### src/core/srwg_pkg.sv
package srwg_pkg;

  // ---------------------------------------------------------------
  // register map (byte addresses)
  // ---------------------------------------------------------------
  localparam logic [11:0] ADDR_CONTROL = 12'h000;
  localparam logic [11:0] ADDR_STATUS  = 12'h004;
  localparam logic [11:0] ADDR_IRQ     = 12'h008;
  localparam logic [11:0] ADDR_MASK    = 12'h00C;

  // ---------------------------------------------------------------
  // control register fields
  // ---------------------------------------------------------------
  localparam int CTL_SEL_LO   = 0;
  localparam int CTL_SEL_HI   = 1;
  localparam int CTL_LOCK_LO  = 2;
  localparam int CTL_LOCK_HI  = 3;
  localparam logic [1:0] SEL_RESET  = 2'h0;
  localparam logic [1:0] LOCK_RESET = 2'h0;
  localparam logic [1:0] LOCK_OPEN  = 2'h0;

  // ---------------------------------------------------------------
  // status and interrupt bits
  // ---------------------------------------------------------------
  localparam int ST_RESET_OUT = 0;
  localparam int ST_WP        = 1;
  localparam int ST_MON3      = 2;
  localparam int ST_SDA       = 3;
  localparam int EV_RESET_START = 0;
  localparam int EV_RESET_END   = 1;
  localparam int EV_REFUSED     = 2;
  localparam int EV_MON3_FAIL   = 3;
  localparam int EV_W           = 4;

  // ---------------------------------------------------------------
  // timing: hold times in microseconds, clock in MHz
  // ---------------------------------------------------------------
  localparam int CLK_MHZ     = 50;
  localparam int HOLD0_US    = 50000;
  localparam int HOLD1_US    = 200000;
  localparam int HOLD2_US    = 400000;
  localparam int HOLD3_US    = 800000;
  localparam int HOLD0_CYC   = HOLD0_US * CLK_MHZ;
  localparam int HOLD1_CYC   = HOLD1_US * CLK_MHZ;
  localparam int HOLD2_CYC   = HOLD2_US * CLK_MHZ;
  localparam int HOLD3_CYC   = HOLD3_US * CLK_MHZ;
  localparam int CNT_W       = 32;

  typedef logic [CNT_W-1:0] srwg_cnt_t;

  typedef enum logic [1:0] {
    SRWG_IDLE,
    SRWG_PRESS,
    SRWG_HOLD
  } srwg_state_e;

endpackage

### src/core/srwg_wr_if.sv
`timescale 1ns/1ps
interface srwg_wr_if;
  logic       wr_req;
  logic       wr_volatile;
  logic       protect_in;
  logic [1:0] lock;
  logic       wr_grant;
  logic       wr_refuse;

  modport guard (
    input  wr_req,
    input  wr_volatile,
    input  protect_in,
    input  lock,
    output wr_grant,
    output wr_refuse
  );
  modport user (
    output wr_req,
    output wr_volatile,
    output protect_in,
    output lock,
    input  wr_grant,
    input  wr_refuse
  );
endinterface

### src/core/srwg_guard.sv
`timescale 1ns/1ps
module srwg_guard (
  srwg_wr_if.guard g
);
  import srwg_pkg::*;

  logic locked;

  // RQ5: lock blocks all
  assign locked = g.protect_in && (g.lock != LOCK_OPEN);

  always_comb begin
    g.wr_grant  = 1'b0;
    g.wr_refuse = 1'b0;
    if (g.wr_req) begin
      // RQ4: protect blocks nonvolatile
      if (locked || (g.protect_in && !g.wr_volatile)) begin
        g.wr_refuse = 1'b1;
      end else begin
        g.wr_grant = 1'b1;
      end
    end
  end
endmodule

### src/core/srwg_top.sv
// Operation
// RQ1: a high manual reset input starts a reset cycle on the reset output.
// RQ2: the reset output stays high for the hold time after the input falls.
// RQ3: a two-bit control field chosen by software selects the hold time.
// RQ4: while write protect is high every nonvolatile write is refused.
// RQ5: with protect high and lock bits not zero, every write is refused.
// RQ6: an undriven write protect input counts as low.
// RQ7: the monitor fail output follows the comparator with no delay.
// RQ8: the serial data receiver is never gated off.
// RQ9: reasserting manual reset during the hold restarts it on release.
`timescale 1ns/1ps
module srwg_top #(
  parameter int HOLD0 = srwg_pkg::HOLD0_CYC,
  parameter int HOLD1 = srwg_pkg::HOLD1_CYC,
  parameter int HOLD2 = srwg_pkg::HOLD2_CYC,
  parameter int HOLD3 = srwg_pkg::HOLD3_CYC
) (
  input  wire logic        CLK,
  input  wire logic        RST,
  input  wire logic        MANUAL_RESET_IN,
  input  wire logic        PROTECT_IN,
  input  wire logic        PROTECT_DRIVEN,
  input  wire logic        MONITOR3_SENSE_IN,
  input  wire logic        SDA_IN,
  input  wire logic        WR_REQ,
  input  wire logic        WR_VOLATILE,
  output logic             WR_GRANT,
  output logic             WR_REFUSE,
  output logic             RESET_OUT,
  output logic             MONITOR3_FAIL_OUT,
  output logic             SDA_SEEN,
  output logic             IRQ,
  input  wire logic        PSEL,
  input  wire logic        PENABLE,
  input  wire logic        PWRITE,
  input  wire logic [11:0] PADDR,
  input  wire logic [31:0] PWDATA,
  output logic [31:0]      PRDATA,
  output logic             PREADY,
  output logic             PSLVERR
);
  import srwg_pkg::*;

  // ---------------------------------------------------------------
  // state
  // ---------------------------------------------------------------
  typedef struct packed {
    srwg_state_e     state;
    srwg_cnt_t       cnt;
    logic            rst_out;
    logic [3:0]      control_reg;
    logic [EV_W-1:0] irq_stat;
    logic [EV_W-1:0] irq_mask;
    logic            mon_prev;
    logic [31:0]     rdata;
    logic            slverr;
  } srwg_regs_s;

  srwg_regs_s r;
  srwg_regs_s next_r;

  logic       protect_eff;
  logic       acc;
  logic       known;
  logic [1:0] sel;
  logic [EV_W-1:0] ev;

  srwg_wr_if wr ();

  function automatic srwg_cnt_t hold_cycles(input logic [1:0] s);
    unique case (s)
      2'h0:    hold_cycles = srwg_cnt_t'(HOLD0);
      2'h1:    hold_cycles = srwg_cnt_t'(HOLD1);
      2'h2:    hold_cycles = srwg_cnt_t'(HOLD2);
      default: hold_cycles = srwg_cnt_t'(HOLD3);
    endcase
  endfunction

  function automatic logic is_mapped(input logic [11:0] a);
    is_mapped = (a == ADDR_CONTROL) || (a == ADDR_STATUS) ||
                (a == ADDR_IRQ) || (a == ADDR_MASK);
  endfunction

  // ---------------------------------------------------------------
  // write guard
  // ---------------------------------------------------------------
  // RQ6: floating protect reads low
  assign protect_eff    = PROTECT_DRIVEN & PROTECT_IN;
  assign wr.wr_req      = WR_REQ;
  assign wr.wr_volatile = WR_VOLATILE;
  assign wr.protect_in  = protect_eff;
  assign wr.lock        = r.control_reg[CTL_LOCK_HI:CTL_LOCK_LO];

  srwg_guard u_guard (
    .g (wr)
  );

  assign WR_GRANT  = wr.wr_grant;
  assign WR_REFUSE = wr.wr_refuse;

  // ---------------------------------------------------------------
  // pass-through and register-driven outputs
  // ---------------------------------------------------------------
  // RQ7: no delay on fail
  assign MONITOR3_FAIL_OUT = MONITOR3_SENSE_IN;
  // RQ8: receiver never gated
  assign SDA_SEEN  = SDA_IN;
  assign RESET_OUT = r.rst_out;
  assign IRQ       = |(r.irq_stat & r.irq_mask);
  assign PRDATA    = r.rdata;
  assign PREADY    = 1'b1;
  assign PSLVERR   = r.slverr & PSEL & PENABLE;

  assign acc   = PSEL && PENABLE;
  assign known = is_mapped(PADDR);
  assign sel   = r.control_reg[CTL_SEL_HI:CTL_SEL_LO];

  // ---------------------------------------------------------------
  // next state
  // ---------------------------------------------------------------
  always_comb begin
    next_r = r;
    ev     = '0;

    unique case (r.state)
      SRWG_IDLE: begin
        // RQ1: manual reset starts cycle
        if (MANUAL_RESET_IN) begin
          next_r.state   = SRWG_PRESS;
          next_r.rst_out = 1'b1;
          ev[EV_RESET_START] = 1'b1;
        end
      end
      SRWG_PRESS: begin
        // RQ2: hold counted from release
        if (!MANUAL_RESET_IN) begin
          next_r.state = SRWG_HOLD;
          // RQ3: field picks hold
          next_r.cnt   = hold_cycles(sel);
        end
      end
      SRWG_HOLD: begin
        // RQ9: reassert restarts hold
        if (MANUAL_RESET_IN) begin
          next_r.state = SRWG_PRESS;
        end else if (r.cnt <= srwg_cnt_t'(1)) begin
          next_r.state   = SRWG_IDLE;
          next_r.rst_out = 1'b0;
          next_r.cnt     = '0;
          ev[EV_RESET_END] = 1'b1;
        end else begin
          next_r.cnt = r.cnt - srwg_cnt_t'(1);
        end
      end
    endcase

    ev[EV_REFUSED]   = wr.wr_refuse;
    next_r.mon_prev  = MONITOR3_SENSE_IN;
    ev[EV_MON3_FAIL] = MONITOR3_SENSE_IN & ~r.mon_prev;

    // apb: zero wait states, error on unmapped address
    next_r.slverr = PSEL && !known;
    next_r.rdata  = '0;
    if (PSEL && !PENABLE && !PWRITE) begin
      unique case (PADDR)
        ADDR_CONTROL: next_r.rdata = {28'h0, r.control_reg};
        ADDR_STATUS:  next_r.rdata = {28'h0, SDA_IN, MONITOR3_SENSE_IN,
                                      protect_eff, r.rst_out};
        ADDR_IRQ:     next_r.rdata = {28'h0, r.irq_stat};
        ADDR_MASK:    next_r.rdata = {28'h0, r.irq_mask};
        default:      next_r.rdata = '0;
      endcase
    end

    // set wins over write-one-to-clear
    next_r.irq_stat = r.irq_stat;
    if (acc && PWRITE && PADDR == ADDR_IRQ) begin
      next_r.irq_stat = r.irq_stat & ~PWDATA[EV_W-1:0];
    end
    next_r.irq_stat = next_r.irq_stat | ev;

    if (acc && PWRITE && PADDR == ADDR_CONTROL) begin
      next_r.control_reg = PWDATA[3:0];
    end
    if (acc && PWRITE && PADDR == ADDR_MASK) begin
      next_r.irq_mask = PWDATA[EV_W-1:0];
    end
  end

  always_ff @(posedge CLK or posedge RST) begin
    if (RST) begin
      r <= '{state: SRWG_IDLE, cnt: '0, rst_out: 1'b0,
             control_reg: {LOCK_RESET, SEL_RESET}, irq_stat: '0,
             irq_mask: '0, mon_prev: 1'b0, rdata: '0, slverr: 1'b0};
    end else begin
      r <= next_r;
    end
  end
endmodule

### config.mk
export PLATFORM = sky130hd
export DESIGN_NAME = srwg_top
export DESIGN_NICKNAME = d
export VERILOG_FILES = /design/src/core/srwg_pkg.sv /design/src/core/srwg_wr_if.sv /design/src/core/srwg_guard.sv /design/src/core/srwg_top.sv
export SDC_FILE = /design/constraint.sdc
export NUM_CORES = 1
export LEC_CHECK = 0
export BUFFER_PORTS_ARGS = -buffer_cell sky130_fd_sc_hd__buf_2
export CAP_MARGIN = 20
export CORE_MARGIN = 8
export CORE_UTILIZATION = 55
export CTS_BUF_LIST = sky130_fd_sc_hd__clkbuf_4 sky130_fd_sc_hd__clkbuf_8
export DETAILED_ROUTE_END_ITERATION = 12
export GPL_TIMING_DRIVEN = 0
export PLACE_DENSITY = 0.93
export RECOVER_POWER = 25
export SLEW_MARGIN = 15
export SYNTH_ARGS = -nofsm -noshare
export SYNTH_HDL_FRONTEND = slang
export SYNTH_SLANG_ARGS = --single-unit
### constraint.sdc
create_clock -name CLK -period 2.8 [get_ports CLK]
set_clock_uncertainty 0.05 [all_clocks]
set_input_delay 0.7 -clock CLK [delete_from_list [all_inputs] [get_ports CLK]]
set_output_delay 0.7 -clock CLK [all_outputs]
set_load 0.02 [all_outputs]
* Yosys cells after proc, flatten, opt, wreduce, memory -nomap -nowiden *
Index checks and enable logic that the tools add are counted.

word-level totals
  bits in registers = 81
  bits of input ports = 56
  output and inout bits = 40
  logic and storage cells = 84

operators by class
  add/sub/neg operators = 1
  magnitude comparators = 1
  equality and inequality tests = 12
  mux-type cells = 24
  bitwise operators = 9
  reduce and logical (&&, ||, !) cells = 28

operator list
  operator                                              number
  case mux 26 bit (3 select lines)                      1
  case mux 32 bit (2 select lines)                      1
  two-way mux 34 bit                                    1
  two-way mux 33 bit                                    1
  <= comparator 32 x 1 -> 1 bit, second input constant  1
  two-way mux 32 bit                                    1
  subtractor 32 x 1 -> 32 bit, second input constant    1
  == test 12 x 4 -> 1 bit, second input constant        2
  case mux 4 bit (4 select lines)                       1
  == test 12 x 3 -> 1 bit, second input constant        1
  logical NOT 12 bit                                    1
  two-way mux 1 bit                                     11
  logical AND 1 bit                                     10
  AND 4 bit                                             2
  two-way mux 4 bit                                     2
  != test 2 bit, second input constant                  4
  two-way mux 2 bit                                     3
  case mux 2 bit (3 select lines)                       1
  AND reduction 3 bit                                   2
  nonzero test 2 bit                                    3
  AND 1 bit                                             4
  == test 2 x 1 -> 1 bit, second input constant         2
  == test 2 bit, second input constant                  2
  logical NOT 1 bit                                     4
  9 further kinds                                       13

* Depth between registers and ports, before layout *
  depth in word-level cells = 6
  mapped depth = 8
  mapped depth without buffers = 7

* Hierarchy *
A second synthesis with hierarchy kept.

unflattened totals
  cell total of the unflattened synthesis = 378
  area, all modules = 3487.1 um^2

modules (own cells, without submodules)
  module      instances  cells an instance  area an instance (um^2)  sequential area each (um^2)
  srwg_top    1          373                3459.6                   1326.3
  srwg_guard  1          5                  27.5                     0.0

* Least setup slack after synthesis *
OpenSTA, ideal clock, no wires.

  path kind = register to register
  start = register r[51] (netlist name)
  end = register r[60] (netlist name)
  library setup time = 0.138 ns
  data arrival time = 2.122 ns
  data required time = 2.612 ns
  setup slack = 0.490 ns
  cell stages (with the launch flop) = 9
  path through = dfrtp_1 -> buf_6 -> or4_4 -> buf_6 -> or2_1 -> buf_6 -> or4_1 -> mux2i_1 -> o211ai_1

on the way
  cells in the longest elaborated chain, start to end = 4
  elaborated cells on any way between the ends = 5

RTL lines
  what                                                                                 RTL line                          source
  from (decl)                                                                          srwg_top.sv:59                    srwg_regs_s r;
  from (signal assigned)                                                               srwg_top.sv:192                   r <= '{state: SRWG_IDLE, cnt: '0, rst_out: 1'b0,
  from (signal assigned)                                                               srwg_top.sv:196                   r <= next_r;
  subtractor 32 x 1 -> 32 bit / <= comparator 32 x 1 -> 1 bit (equally long branches)  srwg_top.sv:152, srwg_top.sv:146
  two-way mux 32 bit *                                                                 srwg_top.sv:146                   end else if (r.cnt <= srwg_cnt_t'(1)) begin
  two-way mux 33 bit *                                                                 srwg_top.sv:144                   if (MANUAL_RESET_IN) begin
  case mux 32 bit (2 select lines) *                                                   srwg_top.sv:125                   unique case (r.state)

Every way passes the cells marked *; elsewhere a longest branch is shown, timed or not. The select of a mux whose other input is x is not followed.
A chain may end at the register's enable or synchronous reset.

* Final worst setup path *
  start = register r[51] (netlist name)
  end = register r[62] (netlist name)

Same word-level chain as after synthesis.

==> run summary <==
Register area = 1326 sq um
Syn Std Cell Area = 3475 sq um
Via density per instance = 6.242
Internal = 1.290 mW
YS warnings = 0
Clock Sinks = 53
Die Ht = 95.48 microns
Starting density of the core = 55.67%
Outcome = complete, no violations
Post-Route WL = 9.734 mm
Req. time, crit path = 2.94 ns
Switch Pwr = 745.8 uW
NumNets Final = 518
Critical Path Max Stage Delay = 0.53 ns
Pre-Repair DR Iteration Count = 7
Area leader, netlist = dfrtp_1
DRT iter0 DRCs = 356
Leakage = 1.790 nW
Clock Latency Late Sink = 0.31 ns
Final worst path period share = 93.66%
Critical path, cell by cell = buf_6 > nor4_2 > and4_1 > and4_1 > clkbuf_1 > nor2_1 > a221o_1
Hold WC Path Type = input pin to async pin
TritonCTS clock tree = done
First-pass GRT wire length = 15.50 mm
Initial antenna violation count = 0
Max transition margin = 38.42%
Pin count of the biggest net entering global routing = 38
Comb pwr share = 30.3%
Ys flop type = dfrtp_1
Ports = 96
Mapped Cells = 385
Worst path slowest cell = nor4_2
Vias in the first global route = 3,265
Dpl hpwl = 7.168 mm
Multi-input gate area = 1842 sq um
Layout Cells excl Fill = 533
FF-to-FF path depth = 7
# H-tree levels = 2
Distinct cells, synth = 55
Max Transition Viols Final = 0
Endpoints failing setup = 0
Share of cells above drive strength 1 = 22.81%
Critical Path Sink Type = flip-flop
Sequential power share = 47.0%
DRT antenna net count = 0
Cell Area, Placed = 3867 sq um
Kind of critical path = flip-flop to flip-flop
Reg-to-Reg End = r[62]
Vias after detailed routing = 3,327
Final Hold Fails = 0
Reg-to-reg startpoint = r[51]
Clock Power Share = 22.8%
Synth area leaders = dfrtp_1, buf_4, a21oi_1
Drt drc = 0
Hold Buf Count CTS = 0
Post-Syn Area per Cell = 9.025 sq um
GRT Total Usage = 21.23%
Crit path from = r[51]
GPL Wtd Cong = 0.9789
Placed cell count = 525
Clk pin slew, worst setup/hold paths = 0.10 ns
Area Overhead vs Synth = 13.79%
Ant. Diodes = 0
DR WL/cell = 18.26 microns
RSZ-0062 raised after global routing = no
Maximum fanout along the worst path = 9
IO buf count = 35
Sw Ratio = 36.64%
Worst EP arrival = 2.77 ns
Worst Tran Pin Value = 0.9237 ns
Top cell type's share of synthesized area = 38.17%
Die ar. = 9116 sq um
Crit path max-delay family = simple AND/OR/NAND/NOR gates
CORE AREA = 6241 sq um
Setup bufs post-CTS = 0
GR Overflow Total = 0
Startpoint Class = flip-flop
Total power = 2.035 mW
Max_cap viols = 0
# rows = 29
CP most frequent cell = and4_1
Root Buffer = clkbuf_8
Critical path buffers and inverters = 2
Seq/Total Area, Yosys = 38.17%
Reg2reg setup slack = 0.18 ns
Die width = 95.48 microns
CTS buffer count = 5
Asr flop ratio synth = 100.0%
Bufs on Longest Clock Path = 2
Design area = 3954 sq um
PwrDens = 514.8 nW/um^2
VDD IR max = 409.7 uV
Filler cells = 547
Setup TNS = 0 ns
FMAX = 0.3813 GHz
Seq cells post-synth = 53
Tmin final = 2.623 ns
Worst Hold Margin = 0.4101 ns
Number of synthesized flops with an enable pin = 0
-- power by group through the flow --
stage	Clock, mW	Sequential (mW)	Combinational [mW]
after floorplan	0	0.943	0.451
after global placement	0	0.957	0.573
after detailed placement	0	0.964	0.595
after CTS	0.472	0.951	0.604
after global routing	0.497	0.966	0.672
final	0.463	0.956	0.616
-- cell usage in the layout (no fill, tap or decap), drive strengths merged, types with 7 or more instances in the layout --
cell / count
a21oi: 23
a31oi: 10
buf: 73
clkbuf: 26
conb: 29
dfrtp: 53
ha: 7
inv: 12
mux2: 8
nand2: 28
nand3: 12
nand4: 9
nor2: 25
nor3: 13
nor4: 13
o211ai: 8
o21ai: 15
o31ai: 7
or4: 7
-- registers in the layout (all words and copies together), names as in the netlist --
signal and count:
PRDATA 4, RESET_OUT 1, r 48
-- routing by layer --
| metal | routed length (microns) | up-vias | global-route usage (%) |
|---|---|---|---|
| met1 | 3709 | 1558 | 26.30 |
| met4 | 397 | 0 | 9.731 |
| met5 | 0 | - | 0 |
| met3 | 955 | 48 | 4.094 |
| li1 | - | 1502 | - |
| met2 | 4671 | 219 | 35.04 |
-- repair_timing --
item	4_1_cts	5_1_grt
endpoints found under the setup margin	2	0
hold endpoints to repair	0	0
gates resized for setup	1	0
-- synth_stat cells (3+ instances only) --
| library cell | count |
|---|---|
| a21o_1 | 3 |
| a21oi_1 | 23 |
| a22o_1 | 3 |
| a2bb2oi_1 | 3 |
| a31oi_1 | 10 |
| and3_1 | 6 |
| and4_1 | 3 |
| buf_4 | 35 |
| buf_6 | 3 |
| clkbuf_1 | 18 |
| dfrtp_1 | 53 |
| ha_1 | 7 |
| inv_1 | 12 |
| mux2_2 | 8 |
| mux2i_1 | 5 |
| mux4_2 | 3 |
| nand2_1 | 28 |
| nand2b_1 | 4 |
| nand3_1 | 12 |
| nand4_1 | 9 |
| nor2_1 | 24 |
| nor2b_1 | 6 |
| nor3_1 | 13 |
| nor4_1 | 13 |
| o211ai_1 | 8 |
| o21ai_0 | 15 |
| o2bb2ai_1 | 3 |
| o31ai_1 | 7 |
| o41ai_1 | 3 |
| or3_1 | 4 |
| or4_1 | 5 |
-- cells by family after synthesis --
family / Yosys count / synth area share (%)
compound gates: 94 / 18.08
mux: 16 / 5.978
buf+inv: 69 / 11.92
other cells: 2 / 0.2161
fa+ha+maj: 7 / 2.521
xor+xnor: 1 / 0.2521
simple gates: 143 / 22.87
flops: 53 / 38.17
-- per-stage QoR --
step	worst slack, ns	utilization, %
3_3_place_gp	0.04720	61.65
2_1_floorplan	0.4897	-
4_1_cts	0.2373	63.61
5_1_grt	0.05975	63.35
6_report	0.1775	63.35
3_5_place_dp	0.06809	61.97
-- layout make-up --
cell class / instances / share of cell area (%)
multi-input cells: 290 / 46.58
flip-flops and latches: 53 / 33.54
plain buffers: 57 / 9.335
repair buffers: 36 / 4.525
well taps: 77 / 2.437
clock buffers: 6 / 2.089
inverters: 12 / 1.139
clock inverters: 2 / 0.3481
-- how the worst max path moves through the flow --
stage | cells past startpoint | endpoint | slack [ns]
6_report | 7 | r[62] | 0.18
5_1_grt | 6 | r[56] | 0.06
2_1_floorplan | 8 | r[60] | 0.49
3_5_place_dp | 7 | r[62] | 0.07
3_3_place_gp | 2 | r[71] | 0.05
4_1_cts | 7 | r[62] | 0.24
Note: power is estimated with default switching activity, not from simulation.
